[src/hw/arr_pkg.sv]
// constants shared by the monitoring result registers
// assumes one clock domain and byte-wide register reads from the serial interface
package arr_pkg;
   localparam int                 ARR_RAW_W      = 17;
   localparam int                 ARR_WORD_W     = 16;
   localparam int                 ARR_ADDR_W     = 8;
   localparam int                 ARR_CHAN_W     = 2;
   // register byte addresses, low byte at the listed address
   localparam logic [7:0]         ARR_ADDR_IBAT  = 8'h2A;
   localparam logic [7:0]         ARR_ADDR_VBUS  = 8'h2C;
   localparam logic [7:0]         ARR_ADDR_VPMID = 8'h2E;
   localparam logic [7:0]         ARR_ADDR_VBAT  = 8'h30;
   // field positions and widths
   localparam int                 ARR_IBAT_LSB   = 2;
   localparam int                 ARR_IBAT_W     = 14;
   localparam int                 ARR_VIN_LSB    = 2;
   localparam int                 ARR_VIN_W      = 13;
   localparam int                 ARR_VBAT_LSB   = 1;
   localparam int                 ARR_VBAT_W     = 12;
   // clamp limits as signed raw codes; 17'h1F8AD is field code 38ADh
   localparam logic signed [16:0] ARR_IBAT_MIN   = 17'h1F8AD;
   localparam logic signed [16:0] ARR_IBAT_MAX   = 17'h003E8;
   localparam logic signed [16:0] ARR_VIN_MIN    = 17'h00000;
   localparam logic signed [16:0] ARR_VIN_MAX    = 17'h011B6;
   localparam logic signed [16:0] ARR_VBAT_MIN   = 17'h00000;
   localparam logic signed [16:0] ARR_VBAT_MAX   = 17'h00AF0;
   localparam logic signed [16:0] ARR_RAW_ZERO   = 17'h00000;
   // step sizes, for reference by software models
   localparam real                ARR_IBAT_STEP_MA = 4.0;
   localparam real                ARR_VIN_STEP_MV  = 3.97;
   localparam real                ARR_VBAT_STEP_MV = 1.99;
   localparam logic [15:0]        ARR_WORD_ZERO  = 16'h0000;
   localparam logic [15:0]        ARR_WORD_ABORT = 16'h8000;
   localparam logic [7:0]         ARR_BYTE_ZERO  = 8'h00;
   // conversion channel order within one pass
   localparam logic [1:0]         ARR_CH_IBAT    = 2'h0;
   localparam logic [1:0]         ARR_CH_VBUS    = 2'h1;
   localparam logic [1:0]         ARR_CH_VPMID   = 2'h2;
   localparam logic [1:0]         ARR_CH_VBAT    = 2'h3;
   localparam logic [1:0]         ARR_CH_LAST    = 2'h3;

   typedef enum logic [1:0] {
      ARR_IDLE,
      ARR_CONV,
      ARR_HOLD
   } arr_state_type;

   typedef struct packed {
      arr_state_type state;
      logic [1:0]    chan;
      logic [15:0]   ibat;
      logic [15:0]   vbus;
      logic [15:0]   vpmid;
      logic [15:0]   vbat;
      logic [7:0]    shadow_hi;
      logic [7:0]    rd_data;
      logic          rd_valid;
      logic          pass_done;
   } arr_regs_type;
endpackage

[src/hw/arr_result_regs.sv]
// monitoring converter result registers with pass sequencer and byte read port
// assumes the serial interface front end delivers byte reads synchronous to clk_i
//
// Functional notes
// - battery current word is 16-bit read-only, resets to zero, field in 15:2, bits 1:0 zero.
// - battery current field is two's complement, charging positive, discharging negative.
// - battery current steps 4mA and clamps to 38ADh..3FFFh low side and 0h..3E8h high side.
// - battery current result is held at zero while the charge enable bit is cleared.
// - battery current is never negative from the input source, never positive on battery.
// - a polarity change during the current conversion aborts it and the word reads 8000h.
// - input voltage word resets to zero, field 14:2, 3.97mV steps, clamps at 11B6h.
// - mid-node voltage word resets to zero, field 14:2, 3.97mV steps, clamps at 11B6h.
// - battery voltage word resets to zero, field 12:1, 1.99mV steps, clamps at AF0h.
// - results power up at zero, then keep the last completed value and never self-clear.
// - with the one-shot setting one pass runs, otherwise passes repeat continuously.
module arr_result_regs
   import arr_pkg::*;
(
   input  wire logic                        clk_i,
   input  wire logic                        rst_i,
   input  wire logic                        adc_enable_i,
   input  wire logic                        adc_one_shot_i,
   input  wire logic                        charge_enable_bit_i,
   input  wire logic                        battery_only_i,
   output logic                             conv_req_o,
   output logic             [ARR_CHAN_W-1:0] conv_chan_o,
   input  wire logic                        sample_valid_i,
   input  wire logic signed [ARR_RAW_W-1:0] sample_value_i,
   input  wire logic                        sample_abort_i,
   output logic                             pass_done_o,
   input  wire logic                        rd_stb_i,
   input  wire logic        [ARR_ADDR_W-1:0] rd_addr_i,
   output logic             [7:0]           rd_data_o,
   output logic                             rd_valid_o
);
   arr_regs_type                  r_ff;
   arr_regs_type                  nxt_r;
   logic signed [ARR_RAW_W-1:0]   ibat_raw;
   logic        [ARR_WORD_W-1:0] ibat_word;
   logic        [ARR_WORD_W-1:0] vbus_word;
   logic        [ARR_WORD_W-1:0] vpmid_word;
   logic        [ARR_WORD_W-1:0] vbat_word;
   logic        [ARR_ADDR_W-1:0] word_addr;
   logic        [ARR_WORD_W-1:0] rd_word;
   logic                         rd_hit;
   logic                         store;

   // a sample that contradicts the power source is reported as zero current
   // forcing happens before the clamp, so a forced code is always in range
   always_comb begin
      ibat_raw = sample_value_i;
      if (!battery_only_i && sample_value_i < ARR_RAW_ZERO) begin
         ibat_raw = ARR_RAW_ZERO;
      end else if (battery_only_i && sample_value_i > ARR_RAW_ZERO) begin
         ibat_raw = ARR_RAW_ZERO;
      end
   end

   // two's complement field, sign kept by the clamp limits
   arr_clamp #(
      .FIELD_W (ARR_IBAT_W),
      .LSB     (ARR_IBAT_LSB),
      .MIN     (ARR_IBAT_MIN),
      .MAX     (ARR_IBAT_MAX)
   ) u_clamp_ibat (
      .raw_i   (ibat_raw),
      .word_o  (ibat_word)
   );

   // voltage channels floor at zero, so a negative raw code reads as zero
   arr_clamp #(
      .FIELD_W (ARR_VIN_W),
      .LSB     (ARR_VIN_LSB),
      .MIN     (ARR_VIN_MIN),
      .MAX     (ARR_VIN_MAX)
   ) u_clamp_vbus (
      .raw_i   (sample_value_i),
      .word_o  (vbus_word)
   );

   arr_clamp #(
      .FIELD_W (ARR_VIN_W),
      .LSB     (ARR_VIN_LSB),
      .MIN     (ARR_VIN_MIN),
      .MAX     (ARR_VIN_MAX)
   ) u_clamp_vpmid (
      .raw_i   (sample_value_i),
      .word_o  (vpmid_word)
   );

   arr_clamp #(
      .FIELD_W (ARR_VBAT_W),
      .LSB     (ARR_VBAT_LSB),
      .MIN     (ARR_VBAT_MIN),
      .MAX     (ARR_VBAT_MAX)
   ) u_clamp_vbat (
      .raw_i   (sample_value_i),
      .word_o  (vbat_word)
   );

   // word lookup by the even address of the pair
   // addresses outside the four words read as zero and leave the shadow alone
   always_comb begin
      word_addr = {rd_addr_i[ARR_ADDR_W-1:1], 1'b0};
      rd_hit    = 1'b1;
      case (word_addr)
         ARR_ADDR_IBAT:  rd_word = r_ff.ibat;
         ARR_ADDR_VBUS:  rd_word = r_ff.vbus;
         ARR_ADDR_VPMID: rd_word = r_ff.vpmid;
         ARR_ADDR_VBAT:  rd_word = r_ff.vbat;
         default: begin
            rd_word = ARR_WORD_ZERO;
            rd_hit  = 1'b0;
         end
      endcase
   end

   // a sample offered outside a conversion or with the enable low is dropped
   assign store = (r_ff.state == ARR_CONV) && adc_enable_i && sample_valid_i;

   always_comb begin
      nxt_r           = r_ff;
      nxt_r.pass_done = 1'b0;
      nxt_r.rd_valid  = 1'b0;

      // pass sequencer
      case (r_ff.state)
         ARR_IDLE: begin
            if (adc_enable_i) begin
               nxt_r.state = ARR_CONV;
               nxt_r.chan  = ARR_CH_IBAT;
            end
         end
         ARR_CONV: begin
            if (!adc_enable_i) begin
               // results already stored are kept
               nxt_r.state = ARR_IDLE;
            end else if (sample_valid_i) begin
               nxt_r.chan = r_ff.chan + 2'h1;
               if (r_ff.chan == ARR_CH_LAST) begin
                  nxt_r.pass_done = 1'b1;
                  nxt_r.chan      = ARR_CH_IBAT;
                  if (adc_one_shot_i) begin
                     nxt_r.state = ARR_HOLD;
                  end
               end
            end
         end
         ARR_HOLD: begin
            // one pass done; a new one needs the enable to drop and return
            if (!adc_enable_i) begin
               nxt_r.state = ARR_IDLE;
            end
         end
         default: begin
            nxt_r.state = ARR_IDLE;
         end
      endcase

      // results change only on a completed sample, except ibat, which the cleared charge enable bit forces to zero
      if (store) begin
         case (r_ff.chan)
            ARR_CH_IBAT: begin
               if (sample_abort_i) begin
                  nxt_r.ibat = ARR_WORD_ABORT;
               end else begin
                  nxt_r.ibat = ibat_word;
               end
            end
            ARR_CH_VBUS:  nxt_r.vbus  = vbus_word;
            ARR_CH_VPMID: nxt_r.vpmid = vpmid_word;
            default:      nxt_r.vbat  = vbat_word;
         endcase
      end

      // wins over any sample in the same cycle
      // a read in the cycle the bit drops still sees the old word
      if (!charge_enable_bit_i) begin
         nxt_r.ibat = ARR_WORD_ZERO;
      end

      // low byte read captures the high byte so the pair stays coherent
      // limitation: an odd byte read alone returns the last captured high byte
      if (rd_stb_i) begin
         nxt_r.rd_valid = 1'b1;
         if (!rd_hit) begin
            nxt_r.rd_data = ARR_BYTE_ZERO;
         end else if (!rd_addr_i[0]) begin
            nxt_r.rd_data   = rd_word[7:0];
            nxt_r.shadow_hi = rd_word[15:8];
         end else begin
            nxt_r.rd_data = r_ff.shadow_hi;
         end
      end
   end

   // synchronous reset; results return to zero, the sequencer to idle
   always_ff @(posedge clk_i) begin
      if (rst_i) begin
         r_ff.state     <= ARR_IDLE;
         r_ff.chan      <= ARR_CH_IBAT;
         r_ff.ibat      <= ARR_WORD_ZERO;
         r_ff.vbus      <= ARR_WORD_ZERO;
         r_ff.vpmid     <= ARR_WORD_ZERO;
         r_ff.vbat      <= ARR_WORD_ZERO;
         r_ff.shadow_hi <= ARR_BYTE_ZERO;
         r_ff.rd_data   <= ARR_BYTE_ZERO;
         r_ff.rd_valid  <= 1'b0;
         r_ff.pass_done <= 1'b0;
      end else begin
         r_ff <= nxt_r;
      end
   end

   // request decoded from state so the converter sees it with no extra lag
   assign conv_req_o  = (r_ff.state == ARR_CONV);
   assign conv_chan_o = r_ff.chan;
   assign pass_done_o = r_ff.pass_done;
   assign rd_data_o   = r_ff.rd_data;
   assign rd_valid_o  = r_ff.rd_valid;
endmodule

[src/hw/arr_clamp.sv]
// clamps one raw converter code and places it in its register word
// assumes raw codes arrive sign-extended to the raw width
module arr_clamp
   import arr_pkg::*;
#(
   parameter int                  FIELD_W = 12,
   parameter int                  LSB     = 0,
   parameter logic signed [16:0]  MIN     = 17'h00000,
   parameter logic signed [16:0]  MAX     = 17'h00FFF
) (
   input  wire logic signed [ARR_RAW_W-1:0] raw_i,
   output logic             [ARR_WORD_W-1:0] word_o
);
   logic signed [ARR_RAW_W-1:0]  clamped;
   logic        [ARR_WORD_W-1:0] ext;

   always_comb begin
      if (raw_i < MIN) begin
         clamped = MIN;
      end else if (raw_i > MAX) begin
         clamped = MAX;
      end else begin
         clamped = raw_i;
      end
      // unused bits above and below the field stay zero
      ext    = ARR_WORD_W'(clamped[FIELD_W-1:0]);
      word_o = ext << LSB;
   end
endmodule

[config.mk]
export PLATFORM = sky130hd
export DESIGN_NAME = arr_result_regs
export DESIGN_NICKNAME = d
export VERILOG_FILES = /design/src/hw/arr_pkg.sv /design/src/hw/arr_result_regs.sv /design/src/hw/arr_clamp.sv
export SDC_FILE = /design/constraint.sdc
export NUM_CORES = 1
export LEC_CHECK = 0
export BUFFER_PORTS_ARGS = -buffer_cell sky130_fd_sc_hd__buf_2
export CORE_AREA = 2 2 105 107
export DETAILED_ROUTE_END_ITERATION = 10
export DIE_AREA = 0 0 107 109
export GPL_TIMING_DRIVEN = 0
export SLEW_MARGIN = 40
export SYNTH_ARGS = -nofsm -noshare
export SYNTH_HDL_FRONTEND = slang
export SYNTH_SLANG_ARGS = --single-unit
[constraint.sdc]
create_clock -name clk_i -period 3.4 [get_ports clk_i]
set_input_delay 0.68 -clock clk_i [delete_from_list [all_inputs] [get_ports clk_i]]
set_output_delay 0.68 -clock clk_i [all_outputs]
set_load 0.01 [all_outputs]
After elaboration in Yosys (flattened, before gate mapping)
Cells that the tools add are included.

Add/sub/neg operators: 1. Magnitude comparators: 6. Eq/ne operators: 16. Multiplexer cells: 24. Bitwise logic cells: 6. Reduce and logical (&&, ||, !) cells: 19.

Operators by type and width (number): case mux 16 bit (4 select lines) (1); two-way mux 17 bit (2); == test 7 x 5 -> 1 bit, second input constant (4); two-way mux 14 bit (2); two-way mux 13 bit (2); two-way mux 12 bit (2); greater-than comparator 17 x 1 -> 1 bit, second input constant (1); greater-than comparator 17 x 11 -> 1 bit, second input constant (1); greater-than comparator 17 x 13 -> 1 bit, second input constant (1); greater-than comparator 17 x 14 -> 1 bit, second input constant (1); < comparator 17 x 1 -> 1 bit, second input constant (1); < comparator 17 x 12 -> 1 bit, second input constant (1); two-way mux 16 bit (1); two-way mux 8 bit (2); two-way mux 4 bit (3); two-way mux 2 bit (4); AND reduction 2 bit (4); OR reduction 4 bit (2); == test 2 bit, second input constant (3); != test 2 bit, second input constant (3); != test 3 x 2 -> 1 bit, second input constant (2); inverter 1 bit (6); case mux 2 bit (3 select lines) (1); AND reduction 5 bit (1); other kinds (14) (21).

Bits in registers: 76. Input bits: 34. Word-level logic and storage cells: 82.

Logic depth before layout (Yosys ltp)
Gate-level depths: netlist of run 1.

Word-level depth: 8. Gate-level depth with buffers: 8.

Cells and area by module
From an unflattened synthesis of run 1, not the netlist that was laid out.

Cells, all modules: 679. Area total of the unflattened synthesis: 5257.5 sq um.

By module, submodules not included: arr_result_regs (instances 1, cells an instance 504, area each 4187.8 sq um); arr_clamp at u_clamp_vbus ... (instances 2, cells an instance 49, area each 286.5 sq um); arr_clamp at u_clamp_vbat (instances 1, cells an instance 38, area each 257.7 sq um); arr_clamp at u_clamp_ibat (instances 1, cells an instance 39, area each 239.0 sq um).

Least setup slack after synthesis of run 1
No wires, ideal clock.

Kind: input to register. Start: input sample_value_i[0]. End: register r_ff[69] (netlist bit). Arrival time: 2.166 ns. Setup slack: 1.171 ns. Stages: 6. Buffers on the path: 2. Path through: buf_2 > or4_4 > o311ai_4 > and4bb_1 > buf_4 > a32o_1.

Cells in the longest elaborated chain, start to end: 8.

Ends and longest elaborated chain: from (decl) (RTL line arr_result_regs.sv:28) `input wire logic signed [ARR_RAW_W-1:0] sample_value_i,`; greater-than comparator 17 x 1 -> 1 bit (RTL line arr_result_regs.sv:54) `end else if (battery_only_i && sample_value_i > ARR_RAW_ZERO) begin`; logical AND 1 bit (RTL line arr_result_regs.sv:54); two-way mux 17 bit (RTL line arr_result_regs.sv:54); two-way mux 17 bit * (RTL line arr_result_regs.sv:52) `if (!battery_only_i && sample_value_i < ARR_RAW_ZERO) begin`; greater-than comparator 17 x 11 -> 1 bit (RTL line arr_clamp.sv:20) `end else if (raw_i > MAX) begin`; two-way mux 14 bit (RTL line arr_clamp.sv:20); two-way mux 14 bit * (RTL line arr_clamp.sv:18) `if (raw_i < MIN) begin`; two-way mux 16 bit * (RTL line arr_result_regs.sv:164) `if (sample_abort_i) begin`; to (signal assigned) (RTL line arr_result_regs.sv:211) `r_ff <= nxt_r;`; to (decl) (RTL line arr_result_regs.sv:36) `arr_regs_type r_ff;`.

Mark *: on every way between the ends. The rest lies on a longest branch, timed or not. A chain may end at the register's enable or synchronous reset.

Worst setup path after layout of run 1
Start: input rd_addr_i[6]. End: register r_ff[11] (netlist bit).

Cells in the longest elaborated chain, start to end: 4.

Ends and longest elaborated chain: from (decl) (RTL line arr_result_regs.sv:32) `input wire logic [ARR_ADDR_W-1:0] rd_addr_i,`; == test 7 x 5 -> 1 bit (RTL line arr_result_regs.sv:106) `case (word_addr)`; OR reduction 4 bit (no line); two-way mux 1 bit (RTL line arr_result_regs.sv:106); AND reduction 3 bit (no line).

Several ways; a longest one is shown, not always the timed one.

==> results of run 1 <==
==> cells in the mapped netlist, types with 3 or more instances <==
| master | instances |
|---|---|
| sky130_fd_sc_hd__a22oi_1 | 3 |
| sky130_fd_sc_hd__nor3b_1 | 5 |
| sky130_fd_sc_hd__buf_4 | 11 |
| sky130_fd_sc_hd__and3_1 | 5 |
| sky130_fd_sc_hd__and4_1 | 5 |
| sky130_fd_sc_hd__ha_1 | 5 |
| sky130_fd_sc_hd__a221o_1 | 6 |
| sky130_fd_sc_hd__inv_1 | 7 |
| sky130_fd_sc_hd__o21ai_0 | 31 |
| sky130_fd_sc_hd__nor2b_1 | 4 |
| sky130_fd_sc_hd__a32o_1 | 3 |
| sky130_fd_sc_hd__or3_1 | 4 |
| sky130_fd_sc_hd__a222oi_1 | 5 |
| sky130_fd_sc_hd__nand3_1 | 7 |
| sky130_fd_sc_hd__a311oi_1 | 9 |
| sky130_fd_sc_hd__a221oi_1 | 6 |
| sky130_fd_sc_hd__clkbuf_1 | 20 |
| sky130_fd_sc_hd__dfxtp_1 | 74 |
| sky130_fd_sc_hd__mux2i_1 | 3 |
| sky130_fd_sc_hd__buf_2 | 8 |
| sky130_fd_sc_hd__a31oi_1 | 5 |
| sky130_fd_sc_hd__a21oi_1 | 23 |
| sky130_fd_sc_hd__nor2_1 | 37 |
| sky130_fd_sc_hd__nand4_1 | 3 |
| sky130_fd_sc_hd__and2_1 | 4 |
| sky130_fd_sc_hd__nand2_1 | 54 |
| sky130_fd_sc_hd__a21o_1 | 6 |
| sky130_fd_sc_hd__nor3_1 | 4 |
| sky130_fd_sc_hd__nand2b_1 | 9 |
| sky130_fd_sc_hd__a211oi_1 | 8 |
| sky130_fd_sc_hd__or4_1 | 4 |
| sky130_fd_sc_hd__nor4_1 | 4 |
| sky130_fd_sc_hd__a22o_1 | 17 |
==> how the worst max path moves through the flow <==
stage                            startpoint        to  slack (ps)  cells after the start
after detailed placement       rd_addr_i[6]  r_ff[14]         650                      7
after global placement         rd_addr_i[6]  r_ff[13]         660                      7
after floorplan           sample_value_i[0]  r_ff[69]        1170                      6
final                          rd_addr_i[6]  r_ff[11]         990                      7
after CTS                      rd_addr_i[6]  r_ff[11]        1010                      7
after global routing           rd_addr_i[6]  r_ff[14]         810                      7
==> logic make-up after synthesis <==
group / after synthesis
simple gates: 155
buf+inv: 49
flops: 74
fa+ha+maj: 5
mux: 5
compound gates: 139
==> worst min-delay path, cell delays in order (launching register included) <==
cell and delay (ps):
sky130_fd_sc_hd__dfxtp_1 330, sky130_fd_sc_hd__nand2_1 50, sky130_fd_sc_hd__o21ai_0 50
==> power groups by stage <==
stage / registers [W] / clock network, W / logic (W)
6_report: 0.000873 / 0.000702 / 0.000147
4_1_cts: 0.000872 / 0.000716 / 0.000145
3_3_place_gp: 0.000893 / 0 / 0.000144
3_5_place_dp: 0.000893 / 0 / 0.000145
5_1_grt: 0.000873 / 0.000758 / 0.000161
2_1_floorplan: 0.000892 / 0 / 0.0000870
==> through the flow <==
step / hold slack, ps / util, % / instances / instance area, um^2
after detailed placement: 444.5 / 37.67 / 603 / 3994
final: 454.2 / 39.59 / 619 / 4198
after global routing: 485.6 / 39.59 / 619 / 4198
after CTS: 461.2 / 39.59 / 619 / 4198
after floorplan: 424.0 / - / 427 / 3638
after global placement: 438.7 / 37.67 / 603 / 3994
==> sequential cells by signal, summed over array words and instances (netlist names) <==
signal       cells
rd_valid_o       1
pass_done_o      1
conv_chan_o      2
rd_data_o        8
r_ff            62
==> per-layer routing <==
metal | global-route usage [%] | vias to the layer above | wire [um]
met5 | 0 | - | 0
met4 | 6.215 | 0 | 143
met3 | 4.363 | 13 | 814
met2 | 29.89 | 136 | 4849
met1 | 25.45 | 1655 | 4920
li1 | - | 1681 | -
==> cell usage in the layout (no fill, tap or decap), drive strengths merged, types with 7 or more instances in the layout <==
cell	count
a211oi	8
a21oi	25
a22o	17
a311oi	9
buf	58
clkbuf	31
dfxtp	74
inv	7
nand2	54
nand2b	9
nand3	7
nor2	37
o21ai	33
==> cell type report <==
| type | instances | area share (%) |
|---|---|---|
| tap | 140 | 4.173 |
| buffer | 42 | 5.156 |
| clock inverter | 5 | 1.252 |
| multi-input combinational | 304 | 45.60 |
| sequential | 74 | 35.29 |
| timing repair buffer | 36 | 4.292 |
| clock buffer | 11 | 3.607 |
| inverter | 7 | 0.6259 |
==> load_flow_metrics.sql, run 1 <==
INSERT INTO impl_metrics (metric_group, metric, value, unit) VALUES
('yosys', 'synthArstFlopShare', '0', '%'),
('grt', 'grt_pass1_wl', '16820', 'um'),
('timing', 'grt_setup_unrepaired', 'false', ''),
('drt', 'initial_detailed_routing_violation_count', '314', ''),
('yosys', 'synthesis.yosys.warnings', '0', ''),
('floorplanning', 'core', '0.01060', 'mm^2'),
('placed_design', 'dp_slack', '645.4', 'ps'),
('pwr', 'swShare', '25.01', '%'),
('worst_setup_path', 'crit_path_max_fanout', '10', ''),
('worst_setup_path', 'critPathMaxStageDelay', '540', 'ps'),
('yosys', 'mux_contribution_to_synthesized_area', '1.444', '%'),
('yosys', 'syn-cell-area', '0.003638', 'mm^2'),
('worst_setup_path', 'critical_path.reg2reg.endpoint', 'r_ff[46]', ''),
('timing', 'slew_headroom', '47.12', '%'),
('pwr', 'combinationalPowerShare', '8.5', '%'),
('pwr', 'vdd_ir_drop_max', '0.1526', 'mV'),
('clock_network', 'htree_levels', '3', ''),
('yosys', 'synth_xor_xnor_area_share', '0', '%'),
('cells_and_area', 'antenna_cells', '0', ''),
('placed_design', 'gp_routability_congestion', '0.8826', ''),
('status', 'status', 'complete, no violations', ''),
('worst_setup_path', 'critical_path_buf_inv_count', '2', ''),
('worst_setup_path', 'critical_path.reg2reg.startpoint', 'r_ff[85]', ''),
('worst_hold_path', 'worstHoldPathType', 'reg2reg', ''),
('worst_setup_path', 'timing.critical_path.arrival', '2670', 'ps'),
('clock_network', 'cts-root-to-sink-buffers', '2', ''),
('yosys', 'share_of_synthesized_area_occupied_by_flip_flops_and_latches', '40.72', '%'),
('clock_network', 'clkLatencyLatePin', '350', 'ps'),
('timing', 'final-setup-viol-count', '0', ''),
('cells_and_area', 'fill_cells', '1114', ''),
('yosys', 'synth.distinct_cells', '55', ''),
('drt', 'wire_per_inst', '17.33', 'um'),
('yosys', 'synth_compound_area_share', '27.99', '%'),
('cells_and_area', 'area_growth', '15.37', '%'),
('worst_setup_path', 'critical_setup_path_kind', 'in2reg', ''),
('yosys', 'synth.top_cells.by_area', 'sky130_fd_sc_hd__dfxtp_1, sky130_fd_sc_hd__nand2_1, sky130_fd_sc_hd__o21ai_0, sky130_fd_sc_hd__a22o_1, sky130_fd_sc_hd__nor2_1', ''),
('worst_setup_path', 'worst_path_dominant_cell_family', 'simple AND/OR/NAND/NOR gates', ''),
('pwr', 'total_design_power', '0.001722', 'W'),
('timing', 'worstMarginPinSlew', '793.3', 'ps'),
('yosys', 'syn-num-nets', '466', ''),
('timing', 'fin_setup_tns', '0', 'ps'),
('pwr', 'power.internal', '0.001291', 'W'),
('pwr', 'switching_power', '0.0004306', 'W'),
('clock_network', 'hold_buffers', '0', ''),
('clock_network', 'cts_sinks', '74', ''),
('grt', 'grt_pass1_vias', '3235', ''),
('cells_and_area', 'multi_input_area', '0.001914', 'mm^2'),
('worst_hold_path', 'worst_hold_startpoint', 'rd_data_o[6]', ''),
('cells_and_area', 'final_net_count', '513', ''),
('pwr', 'p_leak', '1.560', 'nW'),
('drt', 'post-route-drc-count', '0', ''),
('worst_setup_path', 'type_of_element_launching_the_critical_path', 'input pin', ''),
('grt', 'gr-usage-all-layers', '18.87', '%'),
('placed_design', 'io_buffer_count', '36', ''),
('yosys', 'post_synth_and_or_nand_nor_area_fraction', '21.46', '%'),
('yosys', 'yosys_most_used_dff', 'sky130_fd_sc_hd__dfxtp_1', ''),
('timing', 'fmax', '414.2', 'MHz'),
('placed_design', 'dp.final_hpwl', '8034', 'um'),
('grt', 'grt_start_max_net_pins', '13', ''),
('floorplanning', 'die-height', '109', 'um'),
('floorplanning', 'num_rows', '38', ''),
('cells_and_area', 'final-seq-area', '0.001481', 'mm^2'),
('timing', 'report.final.hold_viol_count', '0', ''),
('yosys', 'synth-edff-count', '0', ''),
('timing', 'post-route-period-util', '71.01', '%'),
('drt', 'vias', '3485', ''),
('pwr', 'share_clk_of_total_power', '40.8', '%'),
('worst_hold_path', 'instance_count_along_the_most_critical_hold_path', '2', ''),
('drt', 'routed_via_density', '5.630', ''),
('cells_and_area', 'drive_gt1_share', '16.70', '%'),
('clock_network', 'tritoncts', 'built', '');
(Power assumes the default switching activity.)
==> run 2: changes to the inputs <==
--- a/config.mk
+++ b/config.mk
@@ -5,10 +5,11 @@
 export SDC_FILE = /design/constraint.sdc
 export NUM_CORES = 1
 export LEC_CHECK = 0
+export ABC_AREA = 1
 export BUFFER_PORTS_ARGS = -buffer_cell sky130_fd_sc_hd__buf_2
-export CORE_AREA = 2 2 105 107
+export CORE_AREA = 2 2 110 112
 export DETAILED_ROUTE_END_ITERATION = 10
-export DIE_AREA = 0 0 107 109
+export DIE_AREA = 0 0 112 114
 export GPL_TIMING_DRIVEN = 0
 export SLEW_MARGIN = 40
 export SYNTH_ARGS = -nofsm -noshare
==> constraint.sdc (replaced) <==
create_clock -name clk_i -period 2.36 [get_ports clk_i]
set_input_delay 0.472 -clock clk_i [delete_from_list [all_inputs] [get_ports clk_i]]
set_output_delay 0.472 -clock clk_i [all_outputs]
set_load 0.01 [all_outputs]
==> run 2 against run 1 <==
  * Count of clock-buffer cells in the layout shrank 2
  * Combinational power is 95% higher
  * Total power is 74% higher
  * Sequential power is 45% higher
  * Global-route usage fell by 0.49 points
  * Register-to-register slack worse by 940 ps
  * Cell area grew 13%
  * Critical path depth grew 5
  * First-iteration DRC count grew 31%
  * Via count increased by 17%
  * Final cell count up 28%
  * Wire length up 9.0%
  * Largest power group is now the clock network
  * Highest routed layer unchanged
==> load_flow_metrics.sql, run 2 <==
INSERT INTO impl_metrics (metric_group, metric, value, unit) VALUES
('status', 'status', 'complete, no violations', ''),
('cells_and_area', 'drive_gt1_share', '16.59', '%'),
('worst_setup_path', 'critPathMaxStageDelay', '350', 'ps'),
('placed_design', 'dp.final_hpwl', '9114', 'um'),
('timing', 'worstMarginPinSlew', '599.3', 'ps'),
('yosys', 'synthesis.yosys.warnings', '0', ''),
('worst_setup_path', 'required', '2620', 'ps'),
('cells_and_area', 'final_net_count', '680', ''),
('worst_setup_path', 'worst_path_dominant_cell_family', 'simple AND/OR/NAND/NOR gates', ''),
('yosys', 'synth-edff-count', '0', ''),
('cells_and_area', 'final_common_cell', 'sky130_fd_sc_hd__nand2_1', ''),
('grt', 'grt_pass1_wl', '18610', 'um'),
('clock_network', 'cts_sinks', '74', ''),
('worst_setup_path', 'timing.critical_path.arrival', '2210', 'ps'),
('placed_design', 'dpl-instance-area', '0.004415', 'mm^2'),
('cells_and_area', 'top_register', 'r_ff', ''),
('worst_hold_path', 'hold-path-endpoint', 'r_ff[20]', ''),
('yosys', 'synth_most_common_cell', 'sky130_fd_sc_hd__nand2_1', ''),
('cells_and_area', 'multi_input_area', '0.002029', 'mm^2'),
('worst_setup_path', 'crit_path_max_fanout', '10', ''),
('worst_setup_path', 'type_of_element_launching_the_critical_path', 'flip-flop', ''),
('floorplanning', 'die-height', '114', 'um'),
('worst_setup_path', 'timing.reg2reg.worst_path_depth', '12', ''),
('yosys', 'syn_inst', '584', ''),
('pwr', 'p_leak', '2.070', 'nW'),
('cells_and_area', 'design_area', '0.004723', 'mm^2'),
('floorplanning', 'die_width', '112', 'um'),
('worst_setup_path', 'critical_setup_path_kind', 'reg2reg', ''),
('floorplanning', 'die_outline_area', '0.01277', 'mm^2'),
('timing', 'skew', '6.405', 'ps'),
('yosys', 'synth.top_cells.by_count', 'sky130_fd_sc_hd__nand2_1, sky130_fd_sc_hd__dfxtp_1, sky130_fd_sc_hd__inv_1, sky130_fd_sc_hd__nor2_1, sky130_fd_sc_hd__a21oi_1', ''),
('drt', 'vias', '4063', ''),
('floorplanning', 'design.portCount', '47', ''),
('yosys', 'synthArstFlopShare', '0', '%'),
('worst_setup_path', 'critPathCaptureType', 'flip-flop', ''),
('cells_and_area', 'flip_flop_count_of_the_largest_register_all_copies_and_words_added', '62', ''),
('worst_setup_path', 'critical_path_buf_inv_count', '4', ''),
('timing', 'fmax', '513.6', 'MHz'),
('worst_setup_path', 'cp_cell_sequence', 'inv_1 > nor2_2 > inv_1 > nor2_1 > inv_1 > nor2_2 > nand2_1 > nor2_4 > nand2_2 > inv_2 > nand3_1 > a21oi_1', ''),
('grt', 'grt-ovfl-total', '0', ''),
('yosys', 'synth.top_cells.by_area', 'sky130_fd_sc_hd__dfxtp_1, sky130_fd_sc_hd__nand2_1, sky130_fd_sc_hd__inv_1, sky130_fd_sc_hd__a21oi_1, sky130_fd_sc_hd__o21ai_0', ''),
('drt', 'route.final.wire_length', '11700', 'um'),
('yosys', 'avgSynthCellArea', '6.852', 'um^2'),
('worst_setup_path', 'worst_path_max_delay_cell', 'sky130_fd_sc_hd__dfxtp_1', ''),
('timing', 'report.final.hold_viol_count', '0', ''),
('grt', 'initial_antenna_violation_count', '0', ''),
('placed_design', 'gp_routability_congestion', '0.8755', ''),
('drt', 'post-route-drc-count', '0', ''),
('drt', 'initial_detailed_routing_violation_count', '411', ''),
('timing', 'layout_min_cycle_time', '1947', 'ps'),
('cells_and_area', 'final-seq-area', '0.001481', 'mm^2'),
('timing', 'grt_setup_unrepaired', 'false', ''),
('timing', 'fin_setup_tns', '0', 'ps'),
('clock_network', 'cts-root-to-sink-buffers', '2', ''),
('drt', 'ant_nets', '0', ''),
('pwr', 'pwr_density_cell', '632.7', 'mW/mm^2'),
('cells_and_area', 'area_growth', '18.04', '%'),
('worst_setup_path', 'timing.reg2reg.setup_slack', '410', 'ps'),
('drt', 'wire_per_inst', '14.77', 'um'),
('worst_hold_path', 'worstHoldPathType', 'in2reg', ''),
('yosys', 'synth_largest_area_cell', 'sky130_fd_sc_hd__dfxtp_1', ''),
('yosys', 'share_of_synthesized_area_occupied_by_flip_flops_and_latches', '37.02', '%'),
('drt', 'drt_pre_antenna_iters', '5', ''),
('floorplanning', 'start_util', '34.17', '%'),
('worst_hold_path', 'instance_count_along_the_most_critical_hold_path', '2', ''),
('clock_network', 'htree_levels', '3', ''),
('grt', 'grt_pass1_vias', '3728', ''),
('flow_run', 'maxCapViolations', '0', ''),
('cells_and_area', 'post_layout_nonfiller_instances', '792', ''),
('worst_hold_path', 'worst_hold_startpoint', 'rst_i', ''),
('yosys', 'synth_seq_cells', '74', ''),
('clock_network', 'cts-root-buf', 'sky130_fd_sc_hd__clkbuf_16', ''),
('pwr', 'vdd_ir_drop_max', '0.3557', 'mV'),
('cells_and_area', 'antenna_cells', '0', ''),
('yosys', 'yosys_most_used_dff', 'sky130_fd_sc_hd__dfxtp_1', ''),
('timing', 'slew_headroom', '59.72', '%'),
('floorplanning', 'num_rows', '40', ''),
('worst_setup_path', 'crit_top_cell', 'sky130_fd_sc_hd__inv_1', ''),
('yosys', 'synth.distinct_cells', '35', ''),
('clock_network', 'cts.clk_slew.worst_paths', '60', 'ps'),
('grt', 'grt_start_max_net_pins', '13', ''),
('clock_network', 'hold_buffers', '0', ''),
('cells_and_area', 'most-common-layout-cells', 'sky130_fd_sc_hd__nand2_1, sky130_fd_sc_hd__inv_1, sky130_fd_sc_hd__dfxtp_1', ''),
('timing', 'post-route-period-util', '82.51', '%'),
('clock_network', 'cts-buffers-inserted', '9', ''),
('worst_setup_path', 'critical_path.reg2reg.endpoint', 'r_ff[72]', ''),
('drt', 'routed_via_density', '5.130', ''),
('placed_design', 'numPlacedInstances', '777', ''),
('timing', 'final-setup-viol-count', '0', ''),
('yosys', 'syn-num-nets', '623', ''),
('yosys', 'synth.top_cell.area_share', '37.02', '%'),
('floorplanning', 'core', '0.01171', 'mm^2'),
('grt', 'gr-usage-all-layers', '18.38', '%'),
('clock_network', 'tritoncts', 'built', ''),
('clock_network', 'clkLatencyLatePin', '330', 'ps'),
('cells_and_area', 'fill_cells', '1279', ''),
('clock_network', 'post_cts.resized_instances', '0', ''),
('clock_network', 'post_cts_buffers', '0', ''),
('timing', 'timing.final.max_slew_violations', '0', ''),
('yosys', 'syn-cell-area', '0.004001', 'mm^2'),
('worst_setup_path', 'critical_path.reg2reg.startpoint', 'r_ff[84]', ''),
('placed_design', 'io_buffer_count', '46', '');
[run 2: final cells by class]
cell class                 instances  share of cell area (%)
tap                              147                   3.894
sequential                        74                   31.36
multi-input combinational        396                   42.97
clock inverter                     6                   1.748
inverter                          80                   6.358
clock buffer                       9                   4.768
timing repair buffer              46                   4.874
buffer                            34                   4.026
[run 2: how the worst max path moves through the flow]
stage / from / end / slack, ps / cells past startpoint
after floorplan: sample_value_i[13] / r_ff[68] / 550 / 15
after global placement: rd_addr_i[4] / r_ff[11] / 110 / 11
after CTS: r_ff[84] / r_ff[72] / 390 / 12
final: r_ff[84] / r_ff[72] / 410 / 12
after global routing: r_ff[84] / r_ff[69] / 180 / 12
after detailed placement: rd_addr_i[6] / rd_data_o[6] / 130 / 11
[run 2: worst register-to-register path, stage by stage, from the launching register on]
cell,delay [ps]
sky130_fd_sc_hd__dfxtp_1,350
sky130_fd_sc_hd__inv_1,80
sky130_fd_sc_hd__nor2_2,140
sky130_fd_sc_hd__inv_1,90
sky130_fd_sc_hd__nor2_1,90
sky130_fd_sc_hd__inv_1,60
sky130_fd_sc_hd__nor2_2,140
sky130_fd_sc_hd__nand2_1,250
sky130_fd_sc_hd__nor2_4,300
sky130_fd_sc_hd__nand2_2,80
sky130_fd_sc_hd__inv_2,70
sky130_fd_sc_hd__nand3_1,100
sky130_fd_sc_hd__a21oi_1,130
[run 2: cells by family after synthesis]
logic type,Yosys count,share of synthesized area (%)
DFF,74,37.02
buffers and inverters,114,12.26
and+or+nand+nor,253,29.33
adders and majority gates,5,1.563
AOI/OAI and AO/OA,138,19.82
[run 2: power breakdown]
part | leakage (nW) | switching [W] | total, W | internal, W
Combinational | 1.32 | 0.000195 | 0.000286 | 0.0000912
Clock | 0.151 | 0.000521 | 0.00143 | 0.000913
Sequential | 0.597 | 0.00000801 | 0.00127 | 0.00126
[run 2: through the flow]
| stage | total power, W | hold WS [ps] | util, % | setup WS [ps] |
|---|---|---|---|---|
| finish | 0.002988 | 405.8 | 40.33 | 412.8 |
| global route | 0.003087 | 420.5 | 40.33 | 182.8 |
| CTS | 0.003007 | 397.2 | 40.33 | 393.7 |
| detailed placement | 0.001580 | 448.5 | 37.70 | 127.0 |
| global placement | 0.001574 | 442.3 | 37.70 | 112.2 |
| floorplan | 0.001470 | 428.5 | - | 549.3 |
[run 2: routing by layer]
metal	GRT usage (%)	wire, um
met1	26.03	5590
met2	28.89	5166
met3	2.391	697
met4	6.585	240
met5	0	0
